===== src/rtl/lmpc_pkg.sv =====
package lmpc_pkg;

	// Opcodes carried in payload byte 1
	localparam logic [7:0] OP_NAME_REQ     = 8'h01;
	localparam logic [7:0] OP_NAME_RES     = 8'h02;
	localparam logic [7:0] OP_ACCEPTED     = 8'h03;
	localparam logic [7:0] OP_NOT_ACC      = 8'h04;
	localparam logic [7:0] OP_CLKOFF_REQ   = 8'h05;
	localparam logic [7:0] OP_CLKOFF_RES   = 8'h06;
	localparam logic [7:0] OP_DETACH       = 8'h07;
	localparam logic [7:0] OP_IN_RAND      = 8'h08;
	localparam logic [7:0] OP_COMB_KEY     = 8'h09;
	localparam logic [7:0] OP_AU_RAND      = 8'h0b;
	localparam logic [7:0] OP_ENC_MODE     = 8'h0f;
	localparam logic [7:0] OP_KEY_SIZE     = 8'h10;
	localparam logic [7:0] OP_HOLD         = 8'h14;
	localparam logic [7:0] OP_HOLD_REQ     = 8'h15;
	localparam logic [7:0] OP_MOD_BEACON   = 8'h1c;
	localparam logic [7:0] OP_INCR_PWR     = 8'h1f;
	localparam logic [7:0] OP_DECR_PWR     = 8'h20;
	localparam logic [7:0] OP_MAX_PWR      = 8'h21;
	localparam logic [7:0] OP_MIN_PWR      = 8'h22;
	localparam logic [7:0] OP_AUTO_RATE    = 8'h23;
	localparam logic [7:0] OP_FEAT_REQ     = 8'h27;
	localparam logic [7:0] OP_FEAT_RES     = 8'h28;
	localparam logic [7:0] OP_MAX_SLOT     = 8'h2d;
	localparam logic [7:0] OP_MAX_SLOT_REQ = 8'h2e;
	localparam logic [7:0] OP_SETUP_DONE   = 8'h31;
	localparam logic [7:0] OP_HOST_CONN    = 8'h33;
	localparam logic [7:0] OP_PAGE_MODE    = 8'h35;
	localparam logic [7:0] OP_PSCAN_MODE   = 8'h36;

	// PDU lengths in bytes, opcode byte included
	localparam logic [4:0] LEN_1   = 5'h01;
	localparam logic [4:0] LEN_2   = 5'h02;
	localparam logic [4:0] LEN_3   = 5'h03;
	localparam logic [4:0] LEN_9   = 5'h09;
	localparam logic [4:0] LEN_11  = 5'h0b;
	localparam logic [4:0] LEN_13  = 5'h0d;
	localparam logic [4:0] LEN_MAX = 5'h11;

	// Byte positions (0 = opcode byte, param index 0 = payload byte 2)
	localparam logic [4:0] POS_OPCODE = 5'h00;
	localparam logic [4:0] POS_PARAM  = 5'h01;
	localparam logic [3:0] PAR_OPCODE = 4'h0;
	localparam logic [3:0] PAR_REASON = 4'h1;

	// Poll supervision: slot time and longest poll gap, rounded down
	localparam int CLK_NS         = 100;
	localparam int SLOT_NS        = 625000;
	localparam int POLL_MAX_SLOTS = 40;
	localparam int POLL_MAX_CYC   = POLL_MAX_SLOTS * SLOT_NS / CLK_NS;

	typedef struct packed {
		logic [7:0]       opcode;
		logic [4:0]       len;
		logic [15:0][7:0] param;
	} lmpc_pdu_type;

	typedef enum logic [0:0] {
		TX_IDLE = 1'b0,
		TX_SEND = 1'b1
	} lmpc_tx_state_type;

	function automatic logic lmpc_len_ok(input logic [7:0] op, input logic [4:0] len);
		case (op)
			OP_HOST_CONN, OP_SETUP_DONE, OP_CLKOFF_REQ, OP_AUTO_RATE,
			OP_MAX_PWR, OP_MIN_PWR:
				return len == LEN_1;
			OP_ACCEPTED, OP_DETACH, OP_INCR_PWR, OP_DECR_PWR, OP_ENC_MODE,
			OP_KEY_SIZE, OP_MAX_SLOT, OP_MAX_SLOT_REQ, OP_NAME_REQ:
				return len == LEN_2;
			OP_NOT_ACC, OP_CLKOFF_RES, OP_HOLD, OP_HOLD_REQ, OP_PAGE_MODE,
			OP_PSCAN_MODE:
				return len == LEN_3;
			OP_FEAT_REQ, OP_FEAT_RES:
				return len == LEN_9;
			OP_AU_RAND, OP_IN_RAND, OP_COMB_KEY, OP_NAME_RES:
				return len == LEN_MAX;
			OP_MOD_BEACON:
				return (len == LEN_11) || (len == LEN_13);
			default:
				return (len >= LEN_1) && (len <= LEN_MAX);
		endcase
	endfunction

	function automatic logic lmpc_dm1_only(input logic [7:0] op);
		return (op == OP_AU_RAND) || (op == OP_IN_RAND) || (op == OP_COMB_KEY) ||
			(op == OP_NAME_RES) || (op == OP_MOD_BEACON) || (op == OP_SETUP_DONE);
	endfunction

	// from_master: sender of the PDU is the master
	function automatic logic lmpc_dir_ok(input logic [7:0] op, input logic from_master);
		case (op)
			OP_CLKOFF_REQ, OP_MAX_SLOT, OP_MOD_BEACON:
				return from_master;
			OP_CLKOFF_RES, OP_MAX_SLOT_REQ:
				return !from_master;
			default:
				return 1'b1;
		endcase
	endfunction

endpackage


===== src/rtl/lmpc_codec.sv =====
// Overview of operation
// - Master polls slave within maximum poll interval
// - Link procedures allowed before host connection
// - Host wish sends host connection request
// - Received connection request notifies local host
// - Send setup complete, keep answering requests
// - Other traffic waits for both setup completes
// - Accepted: 2 bytes, opcode 3, echoed opcode
// - Not accepted: 3 bytes, opcode, reason
// - Host connection request: 1 byte, opcode 51
// - Random PDUs: 17 bytes, DM1 only
// - Clock offset request and response coding
// - Feature request/response: 9 bytes, mask
// - Power request and indication PDU coding
// - Encryption mode and key size: 2 bytes
// - Automatic rate: 1 byte, opcode 35
// - Max slot PDUs: 2 bytes, directions fixed
// - Name request/response coding, response DM1 only
// - Beacon modification: 11 or 13 bytes, DM1
// - Page and page scan mode: 3 bytes
// - Setup complete: 1 byte, opcode 49, DM1
`timescale 1ns/1ps
`default_nettype none

module lmpc_codec #(
	parameter int POLL_MAX_CYC = lmpc_pkg::POLL_MAX_CYC
) (
	input  wire logic                  clk,            // 10 MHz clock
	input  wire logic                  rst_n,          // Sync reset, active low
	input  wire logic                  is_master,      // Local role is master
	input  wire logic                  page_done,      // Paging finished, pulse
	input  wire logic                  tx_any_pkt,     // Baseband sent a packet, pulse
	output logic                       poll_req,       // Send POLL/NULL now, pulse
	input  wire logic                  host_conn_req,  // Host wants connection, pulse
	output logic                       host_conn_ind,  // Incoming connection, pulse
	input  wire logic                  host_accept,    // Host accepts incoming, pulse
	input  wire logic                  host_reject,    // Host rejects incoming, pulse
	input  wire logic [7:0]            host_reason,    // Reject reason code
	output logic                       conn_accepted,  // Peer accepted ours, pulse
	output logic                       conn_rejected,  // Peer rejected ours, pulse
	output logic [7:0]                 conn_reason,    // Peer reject reason
	input  wire logic                  lm_setup_done,  // Local set-up finished, pulse
	output logic                       local_sc_sent,  // Our setup complete sent
	output logic                       peer_sc_rcvd,   // Peer setup complete seen
	output logic                       traffic_en,     // Other channels may send
	input  wire logic                  usr_tx_valid,   // User PDU offered
	input  wire lmpc_pkg::lmpc_pdu_type usr_tx_pdu,    // User PDU
	output logic                       usr_tx_ready,   // User PDU taken
	output logic                       usr_tx_err,     // User PDU refused, pulse
	output logic                       tx_valid,       // Payload byte valid
	output logic [7:0]                 tx_byte,        // Payload byte
	output logic                       tx_last,        // Last byte of PDU
	output logic                       tx_dm1_only,    // PDU must go in DM1
	input  wire logic                  tx_ready,       // Baseband takes byte
	input  wire logic                  rx_valid,       // Received byte valid
	input  wire logic [7:0]            rx_byte,        // Received byte
	input  wire logic                  rx_last,        // Last received byte
	input  wire logic                  rx_is_dv,       // Arrived in a DV packet
	output logic                       rx_pdu_valid,   // Good PDU, pulse
	output lmpc_pkg::lmpc_pdu_type     rx_pdu,         // Received PDU
	output logic                       rx_err          // Bad PDU dropped, pulse
);

	localparam int PW = $clog2(POLL_MAX_CYC + 1);
	localparam logic [PW-1:0] POLL_LAST = PW'(POLL_MAX_CYC - 1);

	// Session state
	logic linked_r, linked_nxt;
	logic local_sc_r, local_sc_nxt;
	logic peer_sc_r, peer_sc_nxt;
	logic traffic_r, traffic_nxt;

	// Poll supervision
	logic [PW-1:0] poll_cnt_r, poll_cnt_nxt;
	logic          poll_r, poll_nxt;

	// Transmit framer
	lmpc_pkg::lmpc_tx_state_type tx_st_r, tx_st_nxt;
	lmpc_pkg::lmpc_pdu_type      tx_pdu_r, tx_pdu_nxt;
	logic [4:0]                  tx_idx_r, tx_idx_nxt;
	logic                        pend_hcr_r, pend_hcr_nxt;
	logic                        pend_acc_r, pend_acc_nxt;
	logic                        pend_nacc_r, pend_nacc_nxt;
	logic                        pend_sc_r, pend_sc_nxt;
	logic [7:0]                  nacc_rsn_r, nacc_rsn_nxt;
	logic                        uerr_r, uerr_nxt;
	logic                        tx_done;

	// Receive deframer
	lmpc_pkg::lmpc_pdu_type rx_acc_r, rx_acc_nxt;
	lmpc_pkg::lmpc_pdu_type rx_cur;
	lmpc_pkg::lmpc_pdu_type rx_pdu_r, rx_pdu_nxt;
	logic [4:0]             rx_cnt_r, rx_cnt_nxt;
	logic                   rx_ovf_r, rx_ovf_nxt;
	logic                   rx_vld_r, rx_vld_nxt;
	logic                   rx_err_r, rx_err_nxt;
	logic                   hind_r, hind_nxt;
	logic                   cacc_r, cacc_nxt;
	logic                   crej_r, crej_nxt;
	logic [7:0]             crsn_r, crsn_nxt;
	logic                   rx_good;
	logic [4:0]             rx_total;

	// Poll gap counter; restarts on any packet sent to the slave
	always_comb begin
		poll_cnt_nxt = poll_cnt_r;
		poll_nxt     = 1'b0;
		if (!(is_master && linked_r) || tx_any_pkt) begin
			poll_cnt_nxt = '0;
		end else if (poll_cnt_r == POLL_LAST) begin
			poll_cnt_nxt = '0;
			poll_nxt     = 1'b1;
		end else begin
			poll_cnt_nxt = poll_cnt_r + 1'b1;
		end
	end

	always_ff @(posedge clk) begin
		if (!rst_n) begin
			poll_cnt_r <= '0;
			poll_r     <= 1'b0;
		end else begin
			poll_cnt_r <= poll_cnt_nxt;
			poll_r     <= poll_nxt;
		end
	end

	assign tx_done = (tx_st_r == lmpc_pkg::TX_SEND) && tx_ready && (tx_idx_r == tx_pdu_r.len - 5'h01);

	// Transmit: internal PDUs go ahead of user PDUs
	always_comb begin
		tx_st_nxt     = tx_st_r;
		tx_pdu_nxt    = tx_pdu_r;
		tx_idx_nxt    = tx_idx_r;
		uerr_nxt      = 1'b0;
		nacc_rsn_nxt  = host_reject ? host_reason : nacc_rsn_r;
		pend_hcr_nxt  = pend_hcr_r | (host_conn_req & linked_r);
		pend_acc_nxt  = pend_acc_r | host_accept;
		pend_nacc_nxt = pend_nacc_r | host_reject;
		pend_sc_nxt   = pend_sc_r | (lm_setup_done & linked_r & ~local_sc_r);
		usr_tx_ready  = (tx_st_r == lmpc_pkg::TX_IDLE) && linked_r &&
			!(pend_hcr_r || pend_acc_r || pend_nacc_r || pend_sc_r);
		unique case (tx_st_r)
			lmpc_pkg::TX_IDLE: begin
				tx_idx_nxt = lmpc_pkg::POS_OPCODE;
				tx_pdu_nxt = '0;
				if (pend_acc_r) begin
					tx_pdu_nxt.opcode = lmpc_pkg::OP_ACCEPTED;
					tx_pdu_nxt.len    = lmpc_pkg::LEN_2;
					tx_pdu_nxt.param[lmpc_pkg::PAR_OPCODE] = lmpc_pkg::OP_HOST_CONN;
					pend_acc_nxt      = host_accept;
					tx_st_nxt         = lmpc_pkg::TX_SEND;
				end else if (pend_nacc_r) begin
					tx_pdu_nxt.opcode = lmpc_pkg::OP_NOT_ACC;
					tx_pdu_nxt.len    = lmpc_pkg::LEN_3;
					tx_pdu_nxt.param[lmpc_pkg::PAR_OPCODE] = lmpc_pkg::OP_HOST_CONN;
					tx_pdu_nxt.param[lmpc_pkg::PAR_REASON] = nacc_rsn_r;
					pend_nacc_nxt     = host_reject;
					tx_st_nxt         = lmpc_pkg::TX_SEND;
				end else if (pend_hcr_r) begin
					tx_pdu_nxt.opcode = lmpc_pkg::OP_HOST_CONN;
					tx_pdu_nxt.len    = lmpc_pkg::LEN_1;
					pend_hcr_nxt      = host_conn_req & linked_r;
					tx_st_nxt         = lmpc_pkg::TX_SEND;
				end else if (pend_sc_r) begin
					tx_pdu_nxt.opcode = lmpc_pkg::OP_SETUP_DONE;
					tx_pdu_nxt.len    = lmpc_pkg::LEN_1;
					pend_sc_nxt       = 1'b0;
					tx_st_nxt         = lmpc_pkg::TX_SEND;
				end else if (usr_tx_valid && usr_tx_ready) begin
					if (lmpc_pkg::lmpc_len_ok(usr_tx_pdu.opcode, usr_tx_pdu.len) &&
						lmpc_pkg::lmpc_dir_ok(usr_tx_pdu.opcode, is_master)) begin
						tx_pdu_nxt = usr_tx_pdu;
						tx_st_nxt  = lmpc_pkg::TX_SEND;
					end else begin
						uerr_nxt = 1'b1;
					end
				end
			end
			lmpc_pkg::TX_SEND: begin
				if (tx_done) begin
					tx_st_nxt = lmpc_pkg::TX_IDLE;
				end else if (tx_ready) begin
					tx_idx_nxt = tx_idx_r + 5'h01;
				end
			end
		endcase
	end

	always_ff @(posedge clk) begin
		if (!rst_n) begin
			tx_st_r     <= lmpc_pkg::TX_IDLE;
			tx_pdu_r    <= '0;
			tx_idx_r    <= '0;
			pend_hcr_r  <= 1'b0;
			pend_acc_r  <= 1'b0;
			pend_nacc_r <= 1'b0;
			pend_sc_r   <= 1'b0;
			nacc_rsn_r  <= '0;
			uerr_r      <= 1'b0;
		end else begin
			tx_st_r     <= tx_st_nxt;
			tx_pdu_r    <= tx_pdu_nxt;
			tx_idx_r    <= tx_idx_nxt;
			pend_hcr_r  <= pend_hcr_nxt;
			pend_acc_r  <= pend_acc_nxt;
			pend_nacc_r <= pend_nacc_nxt;
			pend_sc_r   <= pend_sc_nxt;
			nacc_rsn_r  <= nacc_rsn_nxt;
			uerr_r      <= uerr_nxt;
		end
	end

	// Opcode in byte 1, parameters from byte 2 on
	always_comb begin
		tx_byte = tx_pdu_r.opcode;
		if (tx_idx_r >= lmpc_pkg::POS_PARAM) begin
			tx_byte = tx_pdu_r.param[4'(tx_idx_r - lmpc_pkg::POS_PARAM)];
		end
	end

	assign tx_valid    = (tx_st_r == lmpc_pkg::TX_SEND);
	assign tx_last     = tx_valid && (tx_idx_r == tx_pdu_r.len - 5'h01);
	assign tx_dm1_only = tx_valid && lmpc_pkg::lmpc_dm1_only(tx_pdu_r.opcode);

	// Receive: current byte merged into the accumulator
	always_comb begin
		rx_cur = rx_acc_r;
		if (rx_cnt_r == lmpc_pkg::POS_OPCODE) begin
			rx_cur.opcode = rx_byte;
		end else if (rx_cnt_r < lmpc_pkg::LEN_MAX) begin
			rx_cur.param[4'(rx_cnt_r - lmpc_pkg::POS_PARAM)] = rx_byte;
		end
		rx_total   = rx_cnt_r + 5'h01;
		rx_cur.len = rx_total;
	end

	// Length tied to opcode; DM1-only PDUs refused from DV packets
	assign rx_good = !rx_ovf_r && (rx_cnt_r < lmpc_pkg::LEN_MAX) &&
		lmpc_pkg::lmpc_len_ok(rx_cur.opcode, rx_total) &&
		lmpc_pkg::lmpc_dir_ok(rx_cur.opcode, !is_master) &&
		!(rx_is_dv && lmpc_pkg::lmpc_dm1_only(rx_cur.opcode));

	always_comb begin
		rx_acc_nxt = rx_acc_r;
		rx_cnt_nxt = rx_cnt_r;
		rx_ovf_nxt = rx_ovf_r;
		rx_pdu_nxt = rx_pdu_r;
		rx_vld_nxt = 1'b0;
		rx_err_nxt = 1'b0;
		hind_nxt   = 1'b0;
		cacc_nxt   = 1'b0;
		crej_nxt   = 1'b0;
		crsn_nxt   = crsn_r;
		if (rx_valid) begin
			rx_acc_nxt = rx_cur;
			if (rx_cnt_r < lmpc_pkg::LEN_MAX) begin
				rx_cnt_nxt = rx_total;
			end else begin
				rx_ovf_nxt = 1'b1;
			end
			if (rx_last) begin
				rx_cnt_nxt = '0;
				rx_ovf_nxt = 1'b0;
				rx_acc_nxt = '0;
				if (rx_good) begin
					rx_pdu_nxt = rx_cur;
					rx_vld_nxt = 1'b1;
					hind_nxt   = (rx_cur.opcode == lmpc_pkg::OP_HOST_CONN);
					if (rx_cur.param[lmpc_pkg::PAR_OPCODE] == lmpc_pkg::OP_HOST_CONN) begin
						cacc_nxt = (rx_cur.opcode == lmpc_pkg::OP_ACCEPTED);
						crej_nxt = (rx_cur.opcode == lmpc_pkg::OP_NOT_ACC);
						if (rx_cur.opcode == lmpc_pkg::OP_NOT_ACC) begin
							crsn_nxt = rx_cur.param[lmpc_pkg::PAR_REASON];
						end
					end
				end else begin
					rx_err_nxt = 1'b1;
				end
			end
		end
	end

	always_ff @(posedge clk) begin
		if (!rst_n) begin
			rx_acc_r <= '0;
			rx_cnt_r <= '0;
			rx_ovf_r <= 1'b0;
			rx_pdu_r <= '0;
			rx_vld_r <= 1'b0;
			rx_err_r <= 1'b0;
			hind_r   <= 1'b0;
			cacc_r   <= 1'b0;
			crej_r   <= 1'b0;
			crsn_r   <= '0;
		end else begin
			rx_acc_r <= rx_acc_nxt;
			rx_cnt_r <= rx_cnt_nxt;
			rx_ovf_r <= rx_ovf_nxt;
			rx_pdu_r <= rx_pdu_nxt;
			rx_vld_r <= rx_vld_nxt;
			rx_err_r <= rx_err_nxt;
			hind_r   <= hind_nxt;
			cacc_r   <= cacc_nxt;
			crej_r   <= crej_nxt;
			crsn_r   <= crsn_nxt;
		end
	end

	// Session: link up after paging, traffic once both completes exchanged
	always_comb begin
		linked_nxt   = linked_r | page_done;
		local_sc_nxt = local_sc_r |
			(tx_done && (tx_pdu_r.opcode == lmpc_pkg::OP_SETUP_DONE));
		peer_sc_nxt  = peer_sc_r | (rx_valid && rx_last && rx_good &&
			(rx_cur.opcode == lmpc_pkg::OP_SETUP_DONE));
		traffic_nxt  = local_sc_r && peer_sc_r;
	end

	always_ff @(posedge clk) begin
		if (!rst_n) begin
			linked_r   <= 1'b0;
			local_sc_r <= 1'b0;
			peer_sc_r  <= 1'b0;
			traffic_r  <= 1'b0;
		end else begin
			linked_r   <= linked_nxt;
			local_sc_r <= local_sc_nxt;
			peer_sc_r  <= peer_sc_nxt;
			traffic_r  <= traffic_nxt;
		end
	end

	assign poll_req      = poll_r;
	assign host_conn_ind = hind_r;
	assign conn_accepted = cacc_r;
	assign conn_rejected = crej_r;
	assign conn_reason   = crsn_r;
	assign local_sc_sent = local_sc_r;
	assign peer_sc_rcvd  = peer_sc_r;
	assign traffic_en    = traffic_r;
	assign usr_tx_err    = uerr_r;
	assign rx_pdu_valid  = rx_vld_r;
	assign rx_pdu        = rx_pdu_r;
	assign rx_err        = rx_err_r;

endmodule

`default_nettype wire


===== config.mk =====
export PLATFORM = sky130hd
export DESIGN_NAME = lmpc_codec
export DESIGN_NICKNAME = d
export VERILOG_FILES = /design/src/rtl/lmpc_pkg.sv /design/src/rtl/lmpc_codec.sv
export SDC_FILE = /design/constraint.sdc
export NUM_CORES = 1
export LEC_CHECK = 0
export ABC_AREA = 1
export ABC_CLOCK_PERIOD_IN_PS = 3750
export BUFFER_PORTS_ARGS = -buffer_cell sky130_fd_sc_hd__buf_2
export CORE_UTILIZATION = 55
export DETAILED_ROUTE_END_ITERATION = 16
export PLACE_DENSITY = 0.78
export SLEW_MARGIN = 20
export SYNTH_ARGS = -nofsm -noshare
export SYNTH_HDL_FRONTEND = slang
export SYNTH_SLANG_ARGS = --single-unit
export TNS_END_PERCENT = 10

===== constraint.sdc =====
create_clock -name clk -period 3.75 [get_ports clk]
set_input_delay 0.375 -clock clk [delete_from_list [all_inputs] [get_ports clk]]
set_output_delay 0.375 -clock clk [all_outputs]
set_load 0.02 [all_outputs]

==> impl_metrics.ini, run 1 <==
[clocking]
cts_sinks = 479
cts-root-to-sink-buffers = 3
worst_skew_pair.late_latency_ns = 0.60
clk_transition_reported_paths_ns = 0.06
htree_num_levels = 2
cts_setup_buffers = 0
numCtsBuffers = 49
cts_tree = yes
clock-root-buffer = sky130_fd_sc_hd__clkbuf_16

[yosys]
post_synthesis_compound_gate_area_fraction_pct = 19.24
synth_nets = 3311
synth_cell_type_count = 43
yosys-mux-area-fraction_pct = 0
synth_top_family_by_area = simple AND/OR/NAND/NOR gates
ys_dominant_reg_cell = sky130_fd_sc_hd__dfxtp_1
async_flop_share_pct = 0
yosys.area_share.simple_pct = 25.33
post_synth_inst_count = 3129
ys_warn_count = 0
yosys.area_share.xor_xnor_pct = 0.6131
synthesis.area_per_instance_um2 = 6.849
seq_area_frac_synth_pct = 44.75
synthAdderAreaFrac_pct = 0.6423
post_synth_instance_area_mm2 = 0.02143
ys_seq_elements = 479
synth-edff-count = 0

[floorplanning]
die_height_um = 199.4
fp.dieW_um = 199.4
floorplan.die_area_mm2 = 0.03976
starting_density_pct = 56.36
core.rowCount = 71
core_area_mm2 = 0.03802
top_level_ports = 342

[hold_path]
min_path_type = input pin to flip-flop

[layout]
seqCellArea_mm2 = 0.009593
fill_cells = 3432
num-nets-final = 3565
area.growth.synth_to_final_pct = 17.57
multi_input_comb_area_mm2 = 0.009853
layout-drive-gt1-share_pct = 14.53

[worst_setup_path]
timing.critical_path.from_type = flip-flop
critical_path.endpoint_type = flip-flop
launch_instance_of_the_worst_register_to_register_path = rx_cnt_r[1]$_SDFFE_PN0P_
ff2ff_setup_slack_ns = 0.22
critPathCapture = rx_pdu[138]$_SDFFE_PN0P_
critical_path.max_fanout = 51
critPathRequiredTime_ns = 4.25
crit_path_start = rx_cnt_r[1]$_SDFFE_PN0P_
critPathKind = flip-flop to flip-flop
wp_data_arrival_ns = 4.03
worstRegToRegCells = 21
worst_r2r_endpoint = rx_pdu[138]$_SDFFE_PN0P_

[grt]
grt.total_usage_pct = 32.98
grt_total_ovfl = 0
initial_antenna_violation_count = 5
vias_in_the_first_global_route = 20230
grt_start_max_net_pins = 144
first_pass_grt_wire_length_um = 103800

[detailed_routing]
drtIter0Drc = 1637
viasPerCell = 5.525
drt_pass1_iterations = 6
route.vias.total = 21730
postRouteWirelength_um = 68430
drc = 0
final_antenna_net_count = 0
routedWlPerCell_um = 17.40

[pwr]
power_switching_share_pct = 26.74
internal_cell_power_mw = 8.502
clock_power_share_pct = 43.5
power.leakage_nw = 11.06
netSwitchingPower_mw = 3.103
vdd.ir_drop.worst_mv = 0.3508
power_frac_comb_pct = 11.7
power_frac_seq_pct = 44.8
pwr_density_cell_mw_per_mm2 = 460.6

[sta]
report.final.slew_viol_count = 0
setup_viol = 0
worst_clock_skew_ns = 0.02569
timing.final.crit_share_pct = 94.04
finalWorstPathRequiredPeriod_ns = 3.527
tightest_slew_ns = 0.9839
max_slew_margin_pct = 34.41
fmaxAchievable_mhz = 283.6
timing_hold_violations_final = 0
totalNegativeSetupSlack_ns = 0
fin_ws_ns = 0.2234

[place]
hpwl_um = 45720
dp_worst_setup_slack_ns = 0.1063
numPortBuffers = 341
gp_routability_congestion = 0.9288

[job]
cap_violations = 0

[outcome]
result_of_the_run = finished clean
[kinds of logic after synthesis]
kind of cell,Yosys count
and+or+nand+nor,1348
AOI/OAI and AO/OA,774
buffers and inverters,502
DFF,479
xor gates and xnor gates,15
adders and majority gates,11
[flip-flops by register name, indices dropped and copies added (netlist names), 5 cells and up]
name         cells
rx_cnt_r         5
poll_cnt_r      18
tx_idx_r         5
nacc_rsn_r       8
rx_acc_r       136
conn_reason      8
tx_pdu_r       141
rx_pdu         141
[routing by layer]
| metal | GRT usage, % | routed length (um) | share of wire (%) |
|---|---|---|---|
| met2 | 55.83 | 32480 | 47 |
| met5 | 0 | 44 | 0.064 |
| met3 | 7.190 | 5773 | 8.4 |
| met1 | 39.07 | 26880 | 39 |
| met4 | 17.27 | 3256 | 4.8 |
[layout by cell type, fill, tap and decap left out, types with 9 or more instances in the layout]
cell                            count
sky130_fd_sc_hd__nand2_1          848
sky130_fd_sc_hd__dfxtp_1          476
sky130_fd_sc_hd__a21oi_1          444
sky130_fd_sc_hd__buf_2            340
sky130_fd_sc_hd__inv_1            294
sky130_fd_sc_hd__nor2_1           277
sky130_fd_sc_hd__o21ai_0          224
sky130_fd_sc_hd__nand3_1          149
sky130_fd_sc_hd__clkbuf_16         51
sky130_fd_sc_hd__a22oi_1           49
sky130_fd_sc_hd__buf_4             38
sky130_fd_sc_hd__nor3_1            23
sky130_fd_sc_hd__nand4_1           18
sky130_fd_sc_hd__o211ai_1          16
sky130_fd_sc_hd__clkbuf_1          12
sky130_fd_sc_hd__a31oi_1           11
sky130_fd_sc_hd__ha_1              11
sky130_fd_sc_hd__dlygate4sd3_1     10
sky130_fd_sc_hd__a21boi_0           9
[how the worst min path moves through the flow]
stage	startpoint	to	slack (ns)	cells past startpoint
6_report	usr_tx_pdu[104]	tx_pdu_r[104]$_SDFFE_PN0N_	0.02	3
5_1_grt	usr_tx_pdu[123]	tx_pdu_r[123]$_SDFFE_PN0N_	0.02	3
3_3_place_gp	poll_cnt_r[0]$_SDFF_PP0_	poll_cnt_r[0]$_SDFF_PP0_	0.43	1
3_5_place_dp	tx_pdu_r[88]$_SDFFE_PN0N_	tx_pdu_r[88]$_SDFFE_PN0N_	0.43	2
4_1_cts	usr_tx_pdu[104]	tx_pdu_r[104]$_SDFFE_PN0N_	0.0003	3
2_1_floorplan	poll_cnt_r[0]$_SDFF_PP0_	poll_cnt_r[0]$_SDFF_PP0_	0.42	1
[synthesized netlist by cell type, drive strengths merged (3+ instances only)]
cell      n  share of area (%)
nor3     25               0.58
o211ai   16               0.56
a22oi    49                1.7
dfxtp   479                 45
xnor2     7               0.29
inv     302                5.3
buf      54                1.6
nor4      8               0.23
o21a      5               0.18
a211oi    4               0.14
nand3   150                3.6
clkbuf  140                2.5
a21oi   444                 10
nor3b     3               0.11
xor2      8               0.33
a21boi   10               0.35
o31ai     3               0.11
o21ai   227                5.3
nand2   855                 15
ha       11               0.64
or2       3              0.088
a31oi    11               0.32
nor2    285                5.2
nand4    18               0.53
clkinv    6               0.11
[through the flow]
step	area [um^2]	hold slack, ns	std cells	utilization (%)	power (mW)
global route	25200	0.01852	3933	66.27	11.97
detailed placement	23370	0.4340	3831	61.47	6.611
floorplan	21430	0.4175	3129	-	6.125
CTS	25120	0.0002765	3929	66.08	11.60
global placement	23370	0.4314	3831	61.47	6.597
finish	25200	0.01547	3933	66.27	11.61
[worst max-delay path, cell delays in order (launching register included)]
cell and delay (ns):
sky130_fd_sc_hd__dfxtp_1 0.43, sky130_fd_sc_hd__inv_1 0.13, sky130_fd_sc_hd__ha_1 0.24, sky130_fd_sc_hd__inv_2 0.09
sky130_fd_sc_hd__nor2_4 0.04, sky130_fd_sc_hd__nand2_1 0.08, sky130_fd_sc_hd__buf_4 0.19, sky130_fd_sc_hd__nand2_1 0.07
sky130_fd_sc_hd__nand2_1 0.15, sky130_fd_sc_hd__nand2_1 0.09, sky130_fd_sc_hd__nor2_2 0.20, sky130_fd_sc_hd__nand2_1 0.20
sky130_fd_sc_hd__nand2_1 0.11, sky130_fd_sc_hd__nand3_1 0.07, sky130_fd_sc_hd__nor2_1 0.15, sky130_fd_sc_hd__nand3_1 0.14
sky130_fd_sc_hd__nand2_2 0.12, sky130_fd_sc_hd__nand3_4 0.19, sky130_fd_sc_hd__clkinv_8 0.19, sky130_fd_sc_hd__buf_16 0.23
sky130_fd_sc_hd__nand2_1 0.13, sky130_fd_sc_hd__a21oi_1 0.14
[layout make-up]
class / count / share of cell area (%)
antenna: 2 / 0.01986
clock buffer: 70 / 5.582
clock inverter: 18 / 0.9684
inverter: 308 / 4.678
multi-input combinational: 2148 / 39.11
sequential: 479 / 38.07
tap: 511 / 2.538
timing repair buffer: 396 / 8.998
timing repair inverter: 1 / 0.03476
[timing repair]
item | CTS | global route
setup endpoints to repair | 0 | 151
gates resized for setup | 0 | 9
endpoints found under the hold margin | 10 | 0
hold buffers | 10 | 0
[power by group through the flow]
stage | clock network [mW] | registers [mW] | logic, mW
final | 5.04 | 5.20 | 1.36
after global routing | 5.30 | 5.21 | 1.46
after CTS | 5.09 | 5.20 | 1.31
after detailed placement | 0 | 5.31 | 1.30
after global placement | 0 | 5.31 | 1.29
after floorplan | 0 | 5.31 | 0.812
Note: power is estimated with default switching activity, not from simulation.
==> inputs of run 2 (changes only) <==
Settings changed: CORE_UTILIZATION 55 to 57, PLACE_DENSITY 0.78 to 0.8.
==> impl_metrics.ini, run 2 (synthesis gave the netlist of run 1 again) <==
[sta]
fmaxAchievable_mhz = 283.1
totalNegativeSetupSlack_ns = 0
timing.final.crit_share_pct = 94.19
rsz_0062_raised_after_global_routing = false
max_slew_margin_pct = 39.66
timing_hold_violations_final = 0
worst_clock_skew_ns = 0.01823
setup_viol = 0
tightest_slew_ns = 0.9051
finalWorstPathRequiredPeriod_ns = 3.532
report.final.slew_viol_count = 0

[pwr]
netSwitchingPower_mw = 3.109
vdd.ir_drop.worst_mv = 0.3398
internal_cell_power_mw = 8.702
pwr_density_cell_mw_per_mm2 = 466.0
power_frac_comb_pct = 11.5
power_switching_share_pct = 26.32
clock_power_share_pct = 44.5
power_frac_seq_pct = 44.0
power.leakage_nw = 11.13

[grt]
initial_antenna_violation_count = 4
vias_in_the_first_global_route = 20030
grt_start_max_net_pins = 144
grt_total_ovfl = 0
grt.total_usage_pct = 32.92
first_pass_grt_wire_length_um = 102300

[clocking]
cts-root-to-sink-buffers = 3
htree_num_levels = 2
worst_skew_pair.late_latency_ns = 0.60
cts_tree = yes
clock-root-buffer = sky130_fd_sc_hd__clkbuf_16
numCtsBuffers = 49
cts_setup_buffers = 0
cts_sinks = 479
clk_transition_reported_paths_ns = 0.06

[outcome]
result_of_the_run = finished clean

[worst_setup_path]
critPathSlowestCell = sky130_fd_sc_hd__buf_4
cp_common_cell = sky130_fd_sc_hd__o21ai_0
critical_path.max_fanout = 47
launch_instance_of_the_worst_register_to_register_path = rx_cnt_r[1]$_SDFFE_PN0P_
cp_cell_sequence = inv_1 -> ha_1 -> buf_4 -> o21ai_0 -> o21ai_0 -> o211ai_1 -> a31oi_1 -> buf_2
critPathKind = flip-flop to output pin
cpLargestDelayFamily = compound AO/OA/AOI/OAI gates
timing.critical_path.from_type = flip-flop
wp_data_arrival_ns = 3.16
critical_path.max_stage_delay_ns = 0.50
crit_path_start = tx_idx_r[1]$_SDFFE_PN0P_
critical_path.endpoint_type = output pin
timing.critical_path.buf_inv = 3
critPathRequiredTime_ns = 3.38

[place]
gp_routability_congestion = 0.9426
numPortBuffers = 341
hpwl_um = 43470

[layout]
num-nets-final = 3579
layout.cells.most_common_list = sky130_fd_sc_hd__nand2_1 (849), sky130_fd_sc_hd__dfxtp_1 (477), sky130_fd_sc_hd__a21oi_1 (444)
final_core_utilization_pct = 68.90
layout.cells.most_common = sky130_fd_sc_hd__nand2_1
area.growth.synth_to_final_pct = 18.28
layout-drive-gt1-share_pct = 14.53

[floorplanning]
starting_density_pct = 58.26
fp.dieW_um = 195.9
top_level_ports = 342
die_height_um = 195.9
floorplan.die_area_mm2 = 0.03837
core_area_mm2 = 0.03679
core.rowCount = 70

[job]
cap_violations = 0

[detailed_routing]
drtIter0Drc = 1744
routedWlPerCell_um = 16.89
viasPerCell = 5.549
drc = 0
final_antenna_net_count = 0
drt_pass1_iterations = 6
route.vias.total = 21660
postRouteWirelength_um = 65920

[hold_path]
worst_hold_startpoint = usr_tx_pdu[125]
min_path_type = input pin to flip-flop
-- run 2: metrics by stage --
step | cell area, um^2 | power (mW) | worst slack [ns] | hold WS (ns) | std cells
6_report | 25350 | 11.81 | 0.2177 | 0.01777 | 3904
5_1_grt | 25350 | 12.15 | 0.005218 | 0.02135 | 3904
4_1_cts | 25260 | 11.80 | 0.04802 | 0.00005168 | 3901
3_5_place_dp | 23290 | 6.585 | 0.03872 | 0.4359 | 3787
3_3_place_gp | 23290 | 6.567 | 0.1729 | 0.4228 | 3787
2_1_floorplan | 21430 | 6.125 | 0.7153 | 0.4175 | 3129
-- run 2: cell type report --
type,count,area [um^2]
multi-input combinational,2148,9863
clock buffer,64,1353
tap,468,585.6
clock inverter,24,365.4
antenna,2,5.005
timing repair buffer,411,2411
fill,3142,11440
sequential,479,9592
inverter,308,1172
-- run 2: worst reg2reg max path, delay by kind of cell, from the launching register on --
kind,cells,cell delay [ns]
AND/OR/NAND/NOR,12,1.55
flip-flops,1,0.37
buffers and inverters,7,0.99
adder cells (fa/ha/maj),1,0.22
AO/OA/AOI/OAI,2,0.25
-- run 2: routing by layer --
metal / share of wire (%) / GRT usage (%)
met1: 40 / 39.76
met2: 47 / 55.36
met3: 8.8 / 7.358
met4: 4.4 / 16.06
met5: 0.023 / 0
-- run 2: final timing paths --
check,endpoint,slack (ns),cells after the start
min,tx_pdu_r[125]$_SDFFE_PN0N_,0.02,3
max,tx_byte[3],0.22,8
min reg2reg,tx_pdu_r[73]$_SDFFE_PN0N_,0.45,2
max reg2reg,rx_pdu[130]$_SDFFE_PN0P_,0.30,22
-- run 2: repair_timing --
| action | 4_1_cts | 5_1_grt |
|---|---|---|
| hold buffers | 26 | 0 |
| endpoints found under the hold margin | 26 | 0 |
| endpoints found under the setup margin | 0 | 160 |
| gates resized for setup | 0 | 12 |
-- run 2: power groups by stage --
| stage | registers (mW) | logic [mW] | clock network [mW] |
|---|---|---|---|
| detailed placement | 5.31 | 1.28 | 0 |
| global placement | 5.31 | 1.26 | 0 |
| CTS | 5.20 | 1.30 | 5.30 |
| finish | 5.20 | 1.36 | 5.26 |
| floorplan | 5.31 | 0.812 | 0 |
| global route | 5.20 | 1.46 | 5.49 |
